**config.mk**
```make
export PLATFORM = sky130hd
export DESIGN_NAME = srsr_top
export DESIGN_NICKNAME = d
export VERILOG_FILES = /design/src/srsr_sync.v /design/src/srsr_top.v
export VERILOG_INCLUDE_DIRS = /design/src /design/src/src
export SDC_FILE = /design/constraint.sdc
export NUM_CORES = 1
export LEC_CHECK = 0
export BUFFER_PORTS_ARGS = -buffer_cell sky130_fd_sc_hd__buf_2
export CAP_MARGIN = 20
export CORE_ASPECT_RATIO = 1.75
export CORE_MARGIN = 1.5
export CORE_UTILIZATION = 26
export CTS_BUF_LIST = sky130_fd_sc_hd__clkbuf_2
export DETAILED_ROUTE_END_ITERATION = 8
export HOLD_SLACK_MARGIN = 0.05
export PLACE_DENSITY = 0.6
export SLEW_MARGIN = 10
export SYNTH_ARGS = -nofsm -noshare
export SYNTH_HDL_FRONTEND = slang
export SYNTH_SLANG_ARGS = --single-unit
```
**constraint.sdc**
```tcl
create_clock -name clock -period 2.95 [get_ports clock]
set_clock_uncertainty 0.15 [all_clocks]
set_input_delay 0.7375 -clock clock [delete_from_list [all_inputs] [get_ports clock]]
set_output_delay 0.7375 -clock clock [all_outputs]
set_load 0.02 [all_outputs]
```
**src/srsr_regs.vh**
```
// Register offsets, field positions, reset values and bus constants for the supply status block
`ifndef SRSR_REGS_VH
`define SRSR_REGS_VH

`define SRSR_BASE_ADDR        32'h5000_4000
`define SRSR_END_ADDR         32'h5000_4FFF
`define SRSR_OFS_STATUS       12'h008
`define SRSR_OFS_EXT_CTRL     12'h00C

`define SRSR_RESET_STATUS     32'h0000_0000
`define SRSR_RESET_EXT_CTRL   32'h0000_0000

// Regulator status and clear fields
`define SRSR_ST_PAD_OVL_CLR   13
`define SRSR_ST_PAD_OVV_CLR   12
`define SRSR_ST_OT_CLR        11
`define SRSR_ST_CORE_OVL_CLR  9
`define SRSR_ST_CORE_OVV_CLR  8
`define SRSR_ST_PAD_IRQ_EN    6
`define SRSR_ST_PAD_OVL       5
`define SRSR_ST_PAD_OVV       4
`define SRSR_ST_OT            3
`define SRSR_ST_CORE_IRQ_EN   2
`define SRSR_ST_CORE_OVL      1
`define SRSR_ST_CORE_OVV      0

// External supply control fields
`define SRSR_EX_OT_STS_CLR    13
`define SRSR_EX_UV_IRQ_CLR    12
`define SRSR_EX_OT_IRQ_CLR    11
`define SRSR_EX_STABLE        7
`define SRSR_EX_OT_LIVE       6
`define SRSR_EX_OT_STS        5
`define SRSR_EX_UV_IRQ        4
`define SRSR_EX_OT_IRQ        3
`define SRSR_EX_IRQ_EN        2
`define SRSR_EX_CYC_EN        1
`define SRSR_EX_ON            0

// Bus transfer size code for a full word
`define SRSR_SIZE_WORD        2'b10

// Input synchroniser depth
`define SRSR_SYNC_STAGES      2

`endif

```
**src/srsr_sync.v**
```verilog
// Two-stage synchroniser for a vector of asynchronous condition levels
`timescale 1ns/1ps
`default_nettype none

module srsr_sync #(
	parameter WIDTH = 1
) (
	input  wire             clock,
	input  wire             rst_b,
	input  wire [WIDTH-1:0] async_in,
	output wire [WIDTH-1:0] sync_out
);

	reg [WIDTH-1:0] meta_q;  // First stage, read only by second stage
	reg [WIDTH-1:0] sync_q;  // Second stage, safe for logic

	// Both stages clear on reset so no flag sets from stale levels
	always @(posedge clock)
	begin
		if (!rst_b)
		begin
			meta_q <= {WIDTH{1'b0}};
			sync_q <= {WIDTH{1'b0}};
		end
		else
		begin
			meta_q <= async_in;
			sync_q <= meta_q;
		end
	end

	assign sync_out = sync_q;

endmodule

`default_nettype wire

```
**src/srsr_top.v**
```verilog
// Supply regulator status and control register bank
//
// Function
// RQ1: Only full-word accesses; narrower raise hardfault
// RQ2: Decode space 50004000 to 50004FFF
// RQ3: Pad and core fault flags sticky
// RQ4: Bit 13 one clears pad overload
// RQ5: Bits 12, 11 clear pad overvoltage, overtemp
// RQ6: Bits 9, 8 clear core overload, overvoltage
// RQ7: Bit 6 gates pad interrupt
// RQ8: Bit 2 gates core interrupt
// RQ9: Reserved bits read zero
// RQ10: External bit 13 zero clears overtemp status
// RQ11: External bit 12 zero clears undervoltage irq
// RQ12: External bit 11 zero clears overtemp irq
// RQ13: Bit 7 reports external supply stable
// RQ14: Bit 6 live overtemp, bit 5 sticky
// RQ15: External bit 2 gates external interrupt
// RQ16: Bit 0 switches external regulator on
// RQ17: Cyclic sense needs bits 1 and 0
// RQ18: Irq status bits use separate reset
// RQ19: Core or pad overcurrent shuts down, interrupts
// RQ20: External fault wakes from stop mode
// RQ21: Interrupt is OR of gated flags
// RQ22: Read-only writes ignored; clears read zero
`timescale 1ns/1ps
`default_nettype none
`include "srsr_regs.vh"

module srsr_top (
	input  wire        clock,
	input  wire        rst_b,
	input  wire        rst_irq_b,
	// Register bus
	input  wire        bus_sel,
	input  wire        bus_write,
	input  wire [31:0] bus_addr,
	input  wire [1:0]  bus_size,
	input  wire [31:0] bus_wdata,
	output reg  [31:0] bus_rdata,
	output reg         bus_ready,
	output reg         bus_hardfault,
	// Analog condition levels and mode
	input  wire        pad_overload_in,
	input  wire        pad_overvoltage_in,
	input  wire        overtemp_in,
	input  wire        core_overload_in,
	input  wire        core_overvoltage_in,
	input  wire        ext_stable_in,
	input  wire        ext_overtemp_in,
	input  wire        ext_undervoltage_in,
	input  wire        stop_mode,
	// Regulator controls, interrupts and wake
	output reg         pad_shutdown,
	output reg         core_shutdown,
	output reg         pad_irq,
	output reg         core_irq,
	output reg         ext_irq,
	output reg         ext_supply_on,
	output reg         ext_cyclic_supply,
	output reg         stop_wake_req,
	output reg         ext_fault_wake
);

	// Synchronised analog comparator levels
	wire [7:0] cond_sync;
	wire       pad_ovl_s;       // Pad overload level
	wire       pad_ovv_s;       // Pad overvoltage level
	wire       ot_s;            // Overtemperature level
	wire       core_ovl_s;      // Core overload level
	wire       core_ovv_s;      // Core overvoltage level
	wire       ext_stable_s;    // External supply stable level
	wire       ext_ot_s;        // External overtemperature level
	wire       ext_uv_s;        // External undervoltage level

	// Status register state
	reg        pad_ovl_q;       // Sticky pad overload
	reg        pad_ovv_q;       // Sticky pad overvoltage
	reg        ot_q;            // Sticky overtemperature
	reg        core_ovl_q;      // Sticky core overload
	reg        core_ovv_q;      // Sticky core overvoltage
	reg        pad_en_q;        // Pad interrupt enable
	reg        core_en_q;       // Core interrupt enable

	// External control register state
	reg        ext_on_q;        // External supply enable
	reg        ext_cyc_q;       // Cyclic sense supply enable
	reg        ext_en_q;        // External interrupt enable
	reg        ext_ot_sts_q;    // Sticky external overtemp status
	reg        ext_uv_is_q;     // Undervoltage interrupt status
	reg        ext_ot_is_q;     // Overtemp interrupt status

	// Edge history for event detection
	reg        ext_ot_prev_q;   // Previous external overtemp level
	reg        ext_uv_prev_q;   // Previous external undervoltage level

	// Decode terms
	wire        in_space;       // Address inside block window
	wire [11:0] offset;         // Offset within window
	wire        word_ok;        // Full word transfer
	wire        acc_ok;         // Legal access
	wire        wr_status;      // Write to status register
	wire        wr_ext;         // Write to external control
	reg  [31:0] rd_mux;         // Read data selection
	wire        ext_fault_any;  // Either external interrupt status set

	// Comparator levels come from the analog side, unrelated to clock;
	// nothing reads them before the second flop
	srsr_sync #(
		.WIDTH (8)
	) u_sync (
		.clock    (clock),
		.rst_b    (rst_b),
		.async_in ({ext_undervoltage_in, ext_overtemp_in, ext_stable_in,
			core_overvoltage_in, core_overload_in, overtemp_in,
			pad_overvoltage_in, pad_overload_in}),
		.sync_out (cond_sync)
	);

	// Bit order follows the concatenation above
	assign pad_ovl_s    = cond_sync[0];
	assign pad_ovv_s    = cond_sync[1];
	assign ot_s         = cond_sync[2];
	assign core_ovl_s   = cond_sync[3];
	assign core_ovv_s   = cond_sync[4];
	assign ext_stable_s = cond_sync[5];
	assign ext_ot_s     = cond_sync[6];
	assign ext_uv_s     = cond_sync[7];

	// Address and size decode
	assign in_space  = (bus_addr >= `SRSR_BASE_ADDR) && (bus_addr <= `SRSR_END_ADDR); // [RQ2]
	assign offset    = bus_addr[11:0];
	assign word_ok   = (bus_size == `SRSR_SIZE_WORD) && (bus_addr[1:0] == 2'b00); // [RQ1]
	assign acc_ok    = bus_sel && in_space && word_ok;
	assign wr_status = acc_ok && bus_write && (offset == `SRSR_OFS_STATUS);
	assign wr_ext    = acc_ok && bus_write && (offset == `SRSR_OFS_EXT_CTRL);

	// Either external fault status counts as a wake cause
	assign ext_fault_any = ext_uv_is_q | ext_ot_is_q;

	// Read view; clear fields and reserved bits read zero
	// Unmapped offsets inside the window read zero yet still answer ready
	always @*
	begin
		rd_mux = 32'h0000_0000; // [RQ9]
		if (offset == `SRSR_OFS_STATUS)
		begin
			rd_mux[`SRSR_ST_PAD_IRQ_EN]  = pad_en_q;
			rd_mux[`SRSR_ST_PAD_OVL]     = pad_ovl_q;
			rd_mux[`SRSR_ST_PAD_OVV]     = pad_ovv_q;
			rd_mux[`SRSR_ST_OT]          = ot_q;
			rd_mux[`SRSR_ST_CORE_IRQ_EN] = core_en_q;
			rd_mux[`SRSR_ST_CORE_OVL]    = core_ovl_q;
			rd_mux[`SRSR_ST_CORE_OVV]    = core_ovv_q; // [RQ22]
		end
		else if (offset == `SRSR_OFS_EXT_CTRL)
		begin
			// Stable and live overtemp show the synchronised levels
			rd_mux[`SRSR_EX_STABLE]  = ext_stable_s; // [RQ13]
			rd_mux[`SRSR_EX_OT_LIVE] = ext_ot_s; // [RQ14]
			rd_mux[`SRSR_EX_OT_STS]  = ext_ot_sts_q;
			rd_mux[`SRSR_EX_UV_IRQ]  = ext_uv_is_q;
			rd_mux[`SRSR_EX_OT_IRQ]  = ext_ot_is_q;
			rd_mux[`SRSR_EX_IRQ_EN]  = ext_en_q;
			rd_mux[`SRSR_EX_CYC_EN]  = ext_cyc_q;
			rd_mux[`SRSR_EX_ON]      = ext_on_q;
		end
		else
		begin
			rd_mux = 32'h0000_0000;
		end
	end

	// Bus answer: one cycle after select, ready or hardfault
	// Registered answer fixes the bus timing at one cycle; requests
	// outside the window get neither, another block owns them
	always @(posedge clock)
	begin
		if (!rst_b)
		begin
			bus_rdata     <= 32'h0000_0000;
			bus_ready     <= 1'b0;
			bus_hardfault <= 1'b0;
		end
		else
		begin
			bus_ready     <= bus_sel && in_space && word_ok;
			bus_hardfault <= bus_sel && in_space && !word_ok; // [RQ1]
			bus_rdata     <= (acc_ok && !bus_write) ? rd_mux : 32'h0000_0000;
		end
	end

	// Supply status flags: hardware set wins over software clear
	// A clear in the same cycle as a live fault loses, so no onset is missed
	always @(posedge clock)
	begin
		if (!rst_b)
		begin
			pad_ovl_q  <= 1'b0;
			pad_ovv_q  <= 1'b0;
			ot_q       <= 1'b0;
			core_ovl_q <= 1'b0;
			core_ovv_q <= 1'b0;
		end
		else
		begin
			pad_ovl_q  <= pad_ovl_s | (pad_ovl_q &
				~(wr_status & bus_wdata[`SRSR_ST_PAD_OVL_CLR])); // [RQ3] [RQ4]
			pad_ovv_q  <= pad_ovv_s | (pad_ovv_q &
				~(wr_status & bus_wdata[`SRSR_ST_PAD_OVV_CLR])); // [RQ5]
			ot_q       <= ot_s | (ot_q &
				~(wr_status & bus_wdata[`SRSR_ST_OT_CLR])); // [RQ5]
			core_ovl_q <= core_ovl_s | (core_ovl_q &
				~(wr_status & bus_wdata[`SRSR_ST_CORE_OVL_CLR])); // [RQ6]
			core_ovv_q <= core_ovv_s | (core_ovv_q &
				~(wr_status & bus_wdata[`SRSR_ST_CORE_OVV_CLR])); // [RQ6]
		end
	end

	// Interrupt enables are plain read-write bits
	always @(posedge clock)
	begin
		if (!rst_b)
		begin
			pad_en_q  <= 1'b0;
			core_en_q <= 1'b0;
		end
		else if (wr_status)
		begin
			pad_en_q  <= bus_wdata[`SRSR_ST_PAD_IRQ_EN]; // [RQ7]
			core_en_q <= bus_wdata[`SRSR_ST_CORE_IRQ_EN]; // [RQ8]
		end
	end

	// External control bits; main reset class
	always @(posedge clock)
	begin
		if (!rst_b)
		begin
			ext_on_q      <= 1'b0;
			ext_cyc_q     <= 1'b0;
			ext_en_q      <= 1'b0;
			ext_ot_sts_q  <= 1'b0;
			ext_ot_prev_q <= 1'b0;
			ext_uv_prev_q <= 1'b0;
		end
		else
		begin
			// Edge history idles low like its pins, so no false edge after reset
			ext_ot_prev_q <= ext_ot_s;
			ext_uv_prev_q <= ext_uv_s;
			// Control bits follow every full-word write to the external control offset
			if (wr_ext)
			begin
				ext_on_q  <= bus_wdata[`SRSR_EX_ON]; // [RQ16]
				ext_cyc_q <= bus_wdata[`SRSR_EX_CYC_EN];
				ext_en_q  <= bus_wdata[`SRSR_EX_IRQ_EN];
			end
			// Inverted clear: zero clears, set still wins
			ext_ot_sts_q <= ext_ot_s | (ext_ot_sts_q &
				~(wr_ext & ~bus_wdata[`SRSR_EX_OT_STS_CLR])); // [RQ10] [RQ14]
		end
	end

	// Interrupt status bits on their own reset class
	// Only these two bits follow the second reset class
	// Rising edges only, so a standing fault sets once per onset
	always @(posedge clock)
	begin
		if (!rst_irq_b)
		begin
			ext_uv_is_q <= 1'b0; // [RQ18]
			ext_ot_is_q <= 1'b0;
		end
		else
		begin
			// Undervoltage only counts while supply is switched on
			ext_uv_is_q <= (ext_uv_s & ~ext_uv_prev_q & ext_on_q) | (ext_uv_is_q &
				~(wr_ext & ~bus_wdata[`SRSR_EX_UV_IRQ_CLR])); // [RQ11]
			ext_ot_is_q <= (ext_ot_s & ~ext_ot_prev_q) | (ext_ot_is_q &
				~(wr_ext & ~bus_wdata[`SRSR_EX_OT_IRQ_CLR])); // [RQ12]
		end
	end

	// Shutdowns: overcurrent holds its regulator off while the flag stands
	always @(posedge clock)
	begin
		if (!rst_b)
		begin
			pad_shutdown  <= 1'b0;
			core_shutdown <= 1'b0;
		end
		else
		begin
			pad_shutdown  <= pad_ovl_q; // [RQ19]
			core_shutdown <= core_ovl_q; // [RQ19]
		end
	end

	// Interrupt requests: OR of each regulator's flags behind its enable
	always @(posedge clock)
	begin
		if (!rst_b)
		begin
			pad_irq  <= 1'b0;
			core_irq <= 1'b0;
			ext_irq  <= 1'b0;
		end
		else
		begin
			pad_irq  <= pad_en_q & (pad_ovl_q | pad_ovv_q | ot_q); // [RQ7] [RQ21]
			core_irq <= core_en_q & (core_ovl_q | core_ovv_q); // [RQ8] [RQ21]
			ext_irq  <= ext_en_q & (ext_uv_is_q | ext_ot_is_q); // [RQ15] [RQ21]
		end
	end

	// Supply switch: cyclic sense only rides on a switched-on supply
	always @(posedge clock)
	begin
		if (!rst_b)
		begin
			ext_supply_on     <= 1'b0;
			ext_cyclic_supply <= 1'b0;
		end
		else
		begin
			ext_supply_on     <= ext_on_q; // [RQ16]
			ext_cyclic_supply <= ext_on_q & ext_cyc_q; // [RQ17]
		end
	end

	// Stop-mode wake; a faulty external supply would fake or miss wakes
	always @(posedge clock)
	begin
		if (!rst_b)
		begin
			stop_wake_req  <= 1'b0;
			ext_fault_wake <= 1'b0;
		end
		else
		begin
			stop_wake_req <= stop_mode & ext_fault_any; // [RQ20]
			// Wake cause sticks until the main reset
			if (stop_mode & ext_fault_any)
			begin
				ext_fault_wake <= 1'b1; // [RQ20]
			end
		end
	end

endmodule

`default_nettype wire

```
==> results of run 1 <==
==> through the flow <==
step,TNS [ns],total power [µW],util,setup slack (ns),hold WS [ns]
6_report,0,1070,0.328,0.479,0.273
5_1_grt,0,1130,0.328,0.416,0.268
4_1_cts,0,1090,0.328,0.476,0.278
3_5_place_dp,0,827,0.324,0.00823,0.253
3_3_place_gp,-0.00113,825,0.324,-0.00113,0.255
2_1_floorplan,0,801,-,0.384,0.245
==> layer usage <==
metal	wire length, µm	share of wire	vias to the layer above
li1	-	-	801
met1	1540	0.37	721
met2	2140	0.51	91
met3	430	0.10	6
met4	94	0.022	0
met5	0	0	-
==> power groups by stage <==
stage	Combinational [µW]	Sequential, µW	Clock [µW]
after detailed placement	112	715	0
after global placement	110	715	0
after floorplan	85.4	715	0
final	112	702	258
after global routing	125	705	304
after CTS	113	702	275
==> worst max-delay path, cell delays in order <==
cell       delay (ns)
buf_2            0.10
or4bb_1          0.49
nor4_1           0.28
buf_4            0.18
o2111ai_1        0.13
or3b_1           0.59
nor2_2           0.17
==> cell families (layout without fill, tap and decap cells) <==
kind of cell,after synthesis,after routing,synth area share
compound gates,30,30,0.0977
buf+inv,38,98,0.121
flops,50,50,0.504
mux,5,5,0.0252
other cells,1,24,0.00189
simple gates,78,78,0.250
==> cell usage in the layout (no fill, tap or decap), types with 2 or more instances in the layout <==
cell type,Yosys,routed
nand2_1,13,13
o2111ai_1,2,2
o21ai_0,9,9
inv_1,9,9
and2_1,20,20
nor2_2,9,9
or4_1,4,4
buf_4,24,6
a21oi_1,3,3
nor2b_1,2,2
a31oi_1,6,6
a22oi_1,7,7
dfxtp_1,50,50
nor4_4,2,2
clkbuf_2,0,7
nand4_1,2,2
mux2i_1,5,5
conb_1,1,24
nor2_1,12,12
buf_2,0,75
nor4bb_1,2,2
or2_2,2,2
==> area by class of cell <==
type,instances,area (µm²),share of cell area
clock buffer,7,35.0,0.0143
inverter,9,33.8,0.0138
multi-input combinational,137,830,0.339
sequential,50,1000,0.409
tap,88,110,0.0449
timing repair buffer,82,440,0.180
==> path summary, 6_finish.rpt <==
kind | endpoint | slack [ns] | cells after the start
worst min register to register | bus_rdata[7] | 0.27 | 2
worst max register to register | ext_fault_wake | 1.79 | 3
worst min-delay path | bus_rdata[7] | 0.27 | 2
worst max-delay path | bus_rdata[1] | 0.48 | 7
==> results.yml, run 1 <==
run_status:
  status: "finished clean"
grt:
  grt_usage: 0.106
  use_met2: 0.189
  use_met1: 0.108
  grt_max_degree: 27
  grt_pass1_vias: 1480
  grt_use_met3: 0.0358
  antenna_found_initial: 0
  grt_pass1_wl_um: 6810
  top_usage_layer: "met2"
  grt_overflow_total: 0
job:
  maxCapViolCount: 0
route:
  wire_per_inst_um: 11.3
  drtIter0Drc: 24
  viasPerCell: 4.34
  final_antenna_net_count: 0
  vias: 1619
  drc: 0
  first_pass_iters: 4
  routed_wl_um: 4200
cts:
  cts_tree: "built"
  post_cts_buffers: 0
  cts-resized-gates: 0
  ctsHoldBuffers: 0
  cts_buffers: 5
  clock_latency_ns: 0.42
  cts_sinks: 50
  clk_pin_slew_worst_paths_ns: 0.20
  cts_max_level: 2
  cts-root-buf: "clkbuf_2"
  clk_path_buf_depth: 2
worst_setup_path:
  worstPathArrival_ns: 2.68
  crit_fanout: 8
  worstSetupEndpointType: "flip-flop"
  cp-start-kind: "input pin"
  startpoint: "bus_addr[12]"
  cp_data_required_time_ns: 3.16
  timing.rr.start: "ext_uv_is_q"
  worstSetupPathType: "input pin to flip-flop"
synthesis:
  synth_top_area_frac: 0.504
  ys_warn_count: 0
  netlist-cell-type-count: 35
  syn_area_per_cell_um2: 9.82
  synth_top_cells_by_count: "dfxtp_1, buf_4, and2_1, nand2_1, nor2_1"
  yosysTopAreaCell: "dfxtp_1"
  synthCells: 202
  ys_seq_elements: 50
  synthTopCellsByArea: "dfxtp_1, buf_4, and2_1, nor2_2, a22oi_1"
  synthFlopType: "dfxtp_1"
  syn-cell-area_um2: 1980
  synth_edf_count: 0
  async_reset_ff_frac: 0
  yosysMostFrequentCell: "dfxtp_1"
  ys_seq_area_frac: 0.504
placement:
  dpl.hpwl_um: 3330
  dp.cells: 366
  placed_area_um2: 2410
  io_buffers: 75
  gp_congestion: 0.715
power:
  power_density_nw_per_um2: 437
  p_comb_frac: 0.104
  p_leak_uw: 0.00112
  pwr-share-clk: 0.241
  p_int_uw: 802
  p_sw_frac: 0.251
  irDropWorstVdd_mv: 0.231
  seqPwrFrac: 0.655
  switchingPower_uw: 269
worst_hold_path:
  hold_start: "u_sync.sync_out[5]"
  holdCritPathClass: "flip-flop to flip-flop"
finish:
  fin_area_um2: 2450
  layoutNonFillerInstCount: 373
  fillers: 805
  num_antenna_cells: 0
  syn_to_final_growth_pct: 23.5
  nets: 365
  drive_above_1_share: 0.365
sta:
  hold_viol: 0
  finalMaxSlewViolations: 0
  post-route-period-util: 0.838
  rsz0062_at_grt: "no"
  finalCriticalPeriod_ns: 2.47
  setup_viol: 0
  fmax_mhz: 405
die:
  die_w_um: 69.0
  num_rows: 42
  design.core.area_um2: 7460
  die_h_um: 119
  start_util: 0.266
  die_area_um2: 8190
  pin_count: 123
Note: power is estimated with default switching activity, not from simulation.
==> run 2: changes to the inputs <==
- ABC_AREA: default -> 1
- PLACE_DENSITY: 0.6 -> 0.61
- clock period: 2.95 -> 1.99 ns (I/O delays scaled with it)
==> run 2 against run 1 <==
Cell count rose by 23%. Synthesized area rose by 5.4%. Global-route usage fell by 0.22 points. Count of clock-buffer cells in the layout fell by 1. Combinational power rose by 61%. Sequential share of layout area fell by 2.3 points. Routed wire length rose by 4.5%. Setup slack got worse by 0.11 ns.
==> results.yml, run 2 <==
power:
  p_total_uw: 1620
  p_leak_uw: 0.00144
  power_density_nw_per_um2: 622
  irDropWorstVdd_mv: 0.197
route:
  drtIter0Drc: 50
  wire_per_inst_um: 9.59
  drc: 0
  first_pass_iters: 4
  viasPerCell: 4.00
  routed_wl_um: 4390
  final_antenna_net_count: 0
  vias: 1832
worst_setup_path:
  worstSetupEndpointType: "primary output"
  startpoint: "ext_fault_wake"
  crit_path_max_incr_delay_ns: 0.38
  slowest_stage: "dfxtp_1"
  worstPathArrival_ns: 0.97
  worstSetupPathType: "flip-flop to primary output"
  crit_family: "flip-flops"
  crit_chain: "buf_2"
  r2r_setup_slack_ns: 1.04
  crit_fanout: 2
  cp-start-kind: "flip-flop"
  timing.rr.start: "ext_on_q"
  path_buf_inv: 1
  reg2reg_to: "ext_uv_is_q"
  r2r_cells: 4
  cp_data_required_time_ns: 1.34
placement:
  dpl.hpwl_um: 3540
  gp_congestion: 0.811
  pre_cts_ws_ns: -0.0237
  io_buffers: 75
synthesis:
  async_reset_ff_frac: 0
  synth_top_area_frac: 0.478
  netlist-cell-type-count: 23
  synthTopCellsByArea: "dfxtp_1, nand2_1, buf_4, inv_1, nor2_1"
  ys_seq_area_frac: 0.478
  syn-cell-area_um2: 2090
  synth_top_cells_by_count: "nand2_1, dfxtp_1, inv_1, nor2_1, buf_4"
  synthFlopType: "dfxtp_1"
  syn_area_per_cell_um2: 7.47
  yosysMostFrequentCell: "nand2_1"
  synthCells: 280
  ys_seq_elements: 50
  yosysTopAreaCell: "dfxtp_1"
  ys_warn_count: 0
  synth_edf_count: 0
die:
  die_area_um2: 8610
  die_w_um: 70.8
  die_h_um: 122
  num_rows: 43
  start_util: 0.266
  design.core.area_um2: 7860
  pin_count: 123
sta:
  post-route-period-util: 0.813
  fmax_mhz: 618
  finalMaxSlewViolations: 0
  rsz0062_at_grt: "no"
  setup_slack_ns: 0.372
  setup_viol: 0
  hold_viol: 0
  finalCriticalPeriod_ns: 1.62
finish:
  layout_common_cells: "buf_2, nand2_1, dfxtp_1, inv_1, nor2_1"
  num_antenna_cells: 0
  drive_above_1_share: 0.272
  final_common_cell: "buf_2"
  syn_to_final_growth_pct: 24.1
  fillers: 853
  nets: 447
worst_hold_path:
  hold_end: "u_sync.meta_q[6]"
  holdCritPathClass: "input pin to flip-flop"
  min_path_cells: 3
  hold_start: "ext_overtemp_in"
cts:
  cts_tree: "built"
  clk_path_buf_depth: 2
  cts_buffers: 5
  cts_sinks: 50
  cts_max_level: 2
  cts-root-buf: "clkbuf_2"
  clock_latency_ns: 0.43
  clk_pin_slew_worst_paths_ns: 0.23
  post_cts_buffers: 0
grt:
  grt_pass1_vias: 1703
  antenna_found_initial: 0
  grt_max_degree: 28
  grt_usage: 0.104
  grt_pass1_wl_um: 7070
  grt_overflow_total: 0
job:
  maxCapViolCount: 0
run_status:
  status: "finished clean"
[run 2: changes by cell type in the layout (fill, tap and decap cells not counted), sizes merged, moves of 4 or more]
cell,change
a31oi,-6
dlygate4sd3,+5
a21oi,+6
mux2i,-5
nor2,+24
nand4,+7
o21ai,-4
inv,+38
and2,-20
nand2,+59
a22oi,-7
or4,-4
a32oi,+4
[run 2: kinds of logic after synthesis]
group | after synthesis | synth area share
AO/OA/AOI/OAI | 18 | 0.0556
buffers and inverters | 76 | 0.182
flip-flops | 50 | 0.478
other | 1 | 0.00179
AND/OR/NAND/NOR | 135 | 0.282
[run 2: area by class of cell]
class / instances / area (µm²) / share of cell area
Tap cell: 90 / 113 / 0.0434
Inverter: 47 / 176 / 0.0680
Sequential cell: 50 / 1000 / 0.386
Clock buffer: 6 / 30.0 / 0.0116
Timing Repair Buffer: 86 / 470 / 0.181
Clock inverter: 2 / 8.76 / 0.00337
Multi-Input combinational cell: 177 / 797 / 0.307
[run 2: how the worst max path moves through the flow]
stage,end,depth (start not counted)
floorplan,core_ovl_q,12
detailed placement,core_ovl_q,13
CTS,ext_fault_wake,1
global route,ext_fault_wake,1
global placement,pad_ovl_q,13
finish,ext_fault_wake,1
[run 2: metrics by stage]
stage                      util  hold WS, ns  area (µm²)  setup TNS (ns)  cells
after CTS                 0.329       0.0501        2590               0    457
after detailed placement  0.319        0.246        2510         -0.0690    445
final                     0.331       0.0893        2600               0    458
after global routing      0.331       0.0598        2600               0    458
after floorplan               -        0.240        2180               0    303
after global placement    0.319        0.248        2510         -0.0250    445
[run 2: timing repair]
action,CTS,global route
hold buffers,4,1
endpoints found under the hold margin,4,1
gates resized for setup,0,0
[run 2: metal layers]
metal,vias to the layer above,GRT usage,share of wire
li1,970,-,-
met1,756,0.0893,0.34
met2,92,0.199,0.52
met3,14,0.0273,0.090
met4,0,0.0767,0.048
met5,-,0,0
[run 2: where the power goes]
group	switching, µW	leakage (µW)	internal (µW)	total (µW)
clock network	307	0.0000304	86.3	393
registers	11.3	0.000408	1030	1040
logic	110	0.00100	69.9	180
==> run 3: changes to the inputs <==
- ABC_AREA: 1 -> 0
- PLACE_DENSITY: 0.61 -> 0.6
- clock period: 1.99 -> 1.5 ns (I/O delays scaled with it)
==> run 3 against run 2 <==
The flow now finishes with violations (setup timing). Via count decreased by 7.5%. Critical path depth increased by 6. Critical endpoint is now bus_rdata[7]. Clock power increased by 120%. Cell area increased by 14%. Combinational power increased by 59%. First-iteration DRC count decreased by 14%. Sequential share of layout area decreased by 4.1 points.
==> results.yml, run 3 (synthesis gave the netlist of run 1 again) <==
run_status:
  status: "finished with violations"
  violations: "setup timing"
worst_setup_path:
  worstSetupPathType: "input pin to flip-flop"
  worstPathArrival_ns: 2.07
  cp_data_required_time_ns: 1.71
  cp-start-kind: "input pin"
  crit_fanout: 8
  worstSetupEndpointType: "flip-flop"
finish:
  final_common_cell: "buf_2"
  multiInputGateArea_um2: 883
  num_antenna_cells: 0
  fillers: 757
  layout_common_cells: "buf_2, dfxtp_1, conb_1, and2_1, dlygate4sd3_1"
  utilization: 0.395
  nets: 394
  drive_above_1_share: 0.419
  layoutNonFillerInstCount: 403
  syn_to_final_growth_pct: 48.6
  register_area_um2: 1020
cts:
  clk_pin_slew_worst_paths_ns: 0.25
  cts_tree: "built"
  cts_max_level: 2
  clock_latency_ns: 0.42
  cts_buffers: 5
  clk_path_buf_depth: 2
  cts_sinks: 50
  cts-root-buf: "clkbuf_2"
route:
  final_antenna_net_count: 0
  drc: 0
  drtIter0Drc: 43
  top_layer: "met4"
  viasPerCell: 4.20
  first_pass_iters: 4
  routed_wl_um: 4520
  vias: 1694
  met1_length_um: 1700
  dr_wl_met3_um: 350
  met2_length_um: 2380
  wire_per_inst_um: 11.2
grt:
  grt_pass1_vias: 1691
  grt_overflow_total: 0
  grt_usage: 0.114
  antenna_found_initial: 0
  grt_pass1_wl_um: 7660
  grt_max_degree: 21
sta:
  setup_slack_ns: -0.354
  finalCriticalPeriod_ns: 1.85
  setup-tns-final_ns: -6.10
  setup_viol: 21
  rsz0062_at_grt: "yes"
  hold_slack_ns: 0.111
  post-route-period-util: 1.24
  hold_viol: 0
  fmax_mhz: 539
  finalMaxSlewViolations: 0
power:
  power_density_nw_per_um2: 853
  irDropWorstVdd_mv: 0.560
  p_leak_uw: 0.00131
die:
  die_h_um: 119
  num_rows: 42
  design.core.area_um2: 7460
  die_area_um2: 8190
  die_w_um: 69.0
  pin_count: 123
  start_util: 0.266
placement:
  dpl.hpwl_um: 3510
  gp_congestion: 0.750
  dp.cells: 374
  pre_cts_ws_ns: -0.848
  io_buffers: 75
job:
  maxCapViolCount: 0
worst_hold_path:
  holdCritPathClass: "input pin to flip-flop"
run 3: cell types whose count changed in the layout (fill, tap and decap cells not counted), moves of 15 or more:
cell	previous run	this run
nand2_1	69	13
inv_1	47	9
nor2_1	41	11
and2_1	0	20
buf_6	0	18
buf_2	75	59
dlygate4sd3_1	5	20
run 3: report_power, final:
part           switching, µW  internal (µW)  total (µW)  leakage (µW)
Clock                    404            443         848     0.0000506
Sequential              15.7           1370        1380      0.000414
Combinational            143            142         286      0.000844
run 3: worst paths after layout:
kind,from,to,slack [ns],cells after the start
max,bus_size[0],bus_rdata[7],-0.35,7
min,rst_b,ext_irq,0.11,3
max reg2reg,ext_uv_is_q,ext_fault_wake,0.40,3
min reg2reg,ext_en_q,ext_irq,0.28,2
run 3: layer usage:
layer  global-route usage  up-vias
met2                0.203       80
met1                0.125      742
met3               0.0324        8
met4               0.0478        0
met5                    0        -
li1                     -      864
run 3: metrics by stage:
step	cell area (µm²)	total power (µW)
after floorplan	2090	1580
after global placement	2480	1640
after detailed placement	2480	1640
after CTS	2850	2540
after global routing	2950	2630
final	2950	2520
run 3: worst max-delay path, stage by stage:
cell	delay [ns]
buf_6	0.09
or4b_4	0.56
nor4b_4	0.27
o2111ai_2	0.15
or3b_1	0.39
buf_6	0.16
nor2_2	0.07
run 3: cell type report:
class / count / share of cell area
well taps: 88 / 0.0373
flip-flops and latches: 50 / 0.345
multi-input cells: 137 / 0.300
repair buffers: 111 / 0.277
clock buffers: 5 / 0.00849
inverters: 9 / 0.0115
clock inverters: 3 / 0.0216
run 3: timing repair:
item,4_1_cts,5_1_grt
resized for setup,16,36
pin swaps,18,3
endpoints found under the hold margin,21,0
setup endpoints to repair,25,38
cloned,0,0
setup buffers,1,0
hold buffers,20,0
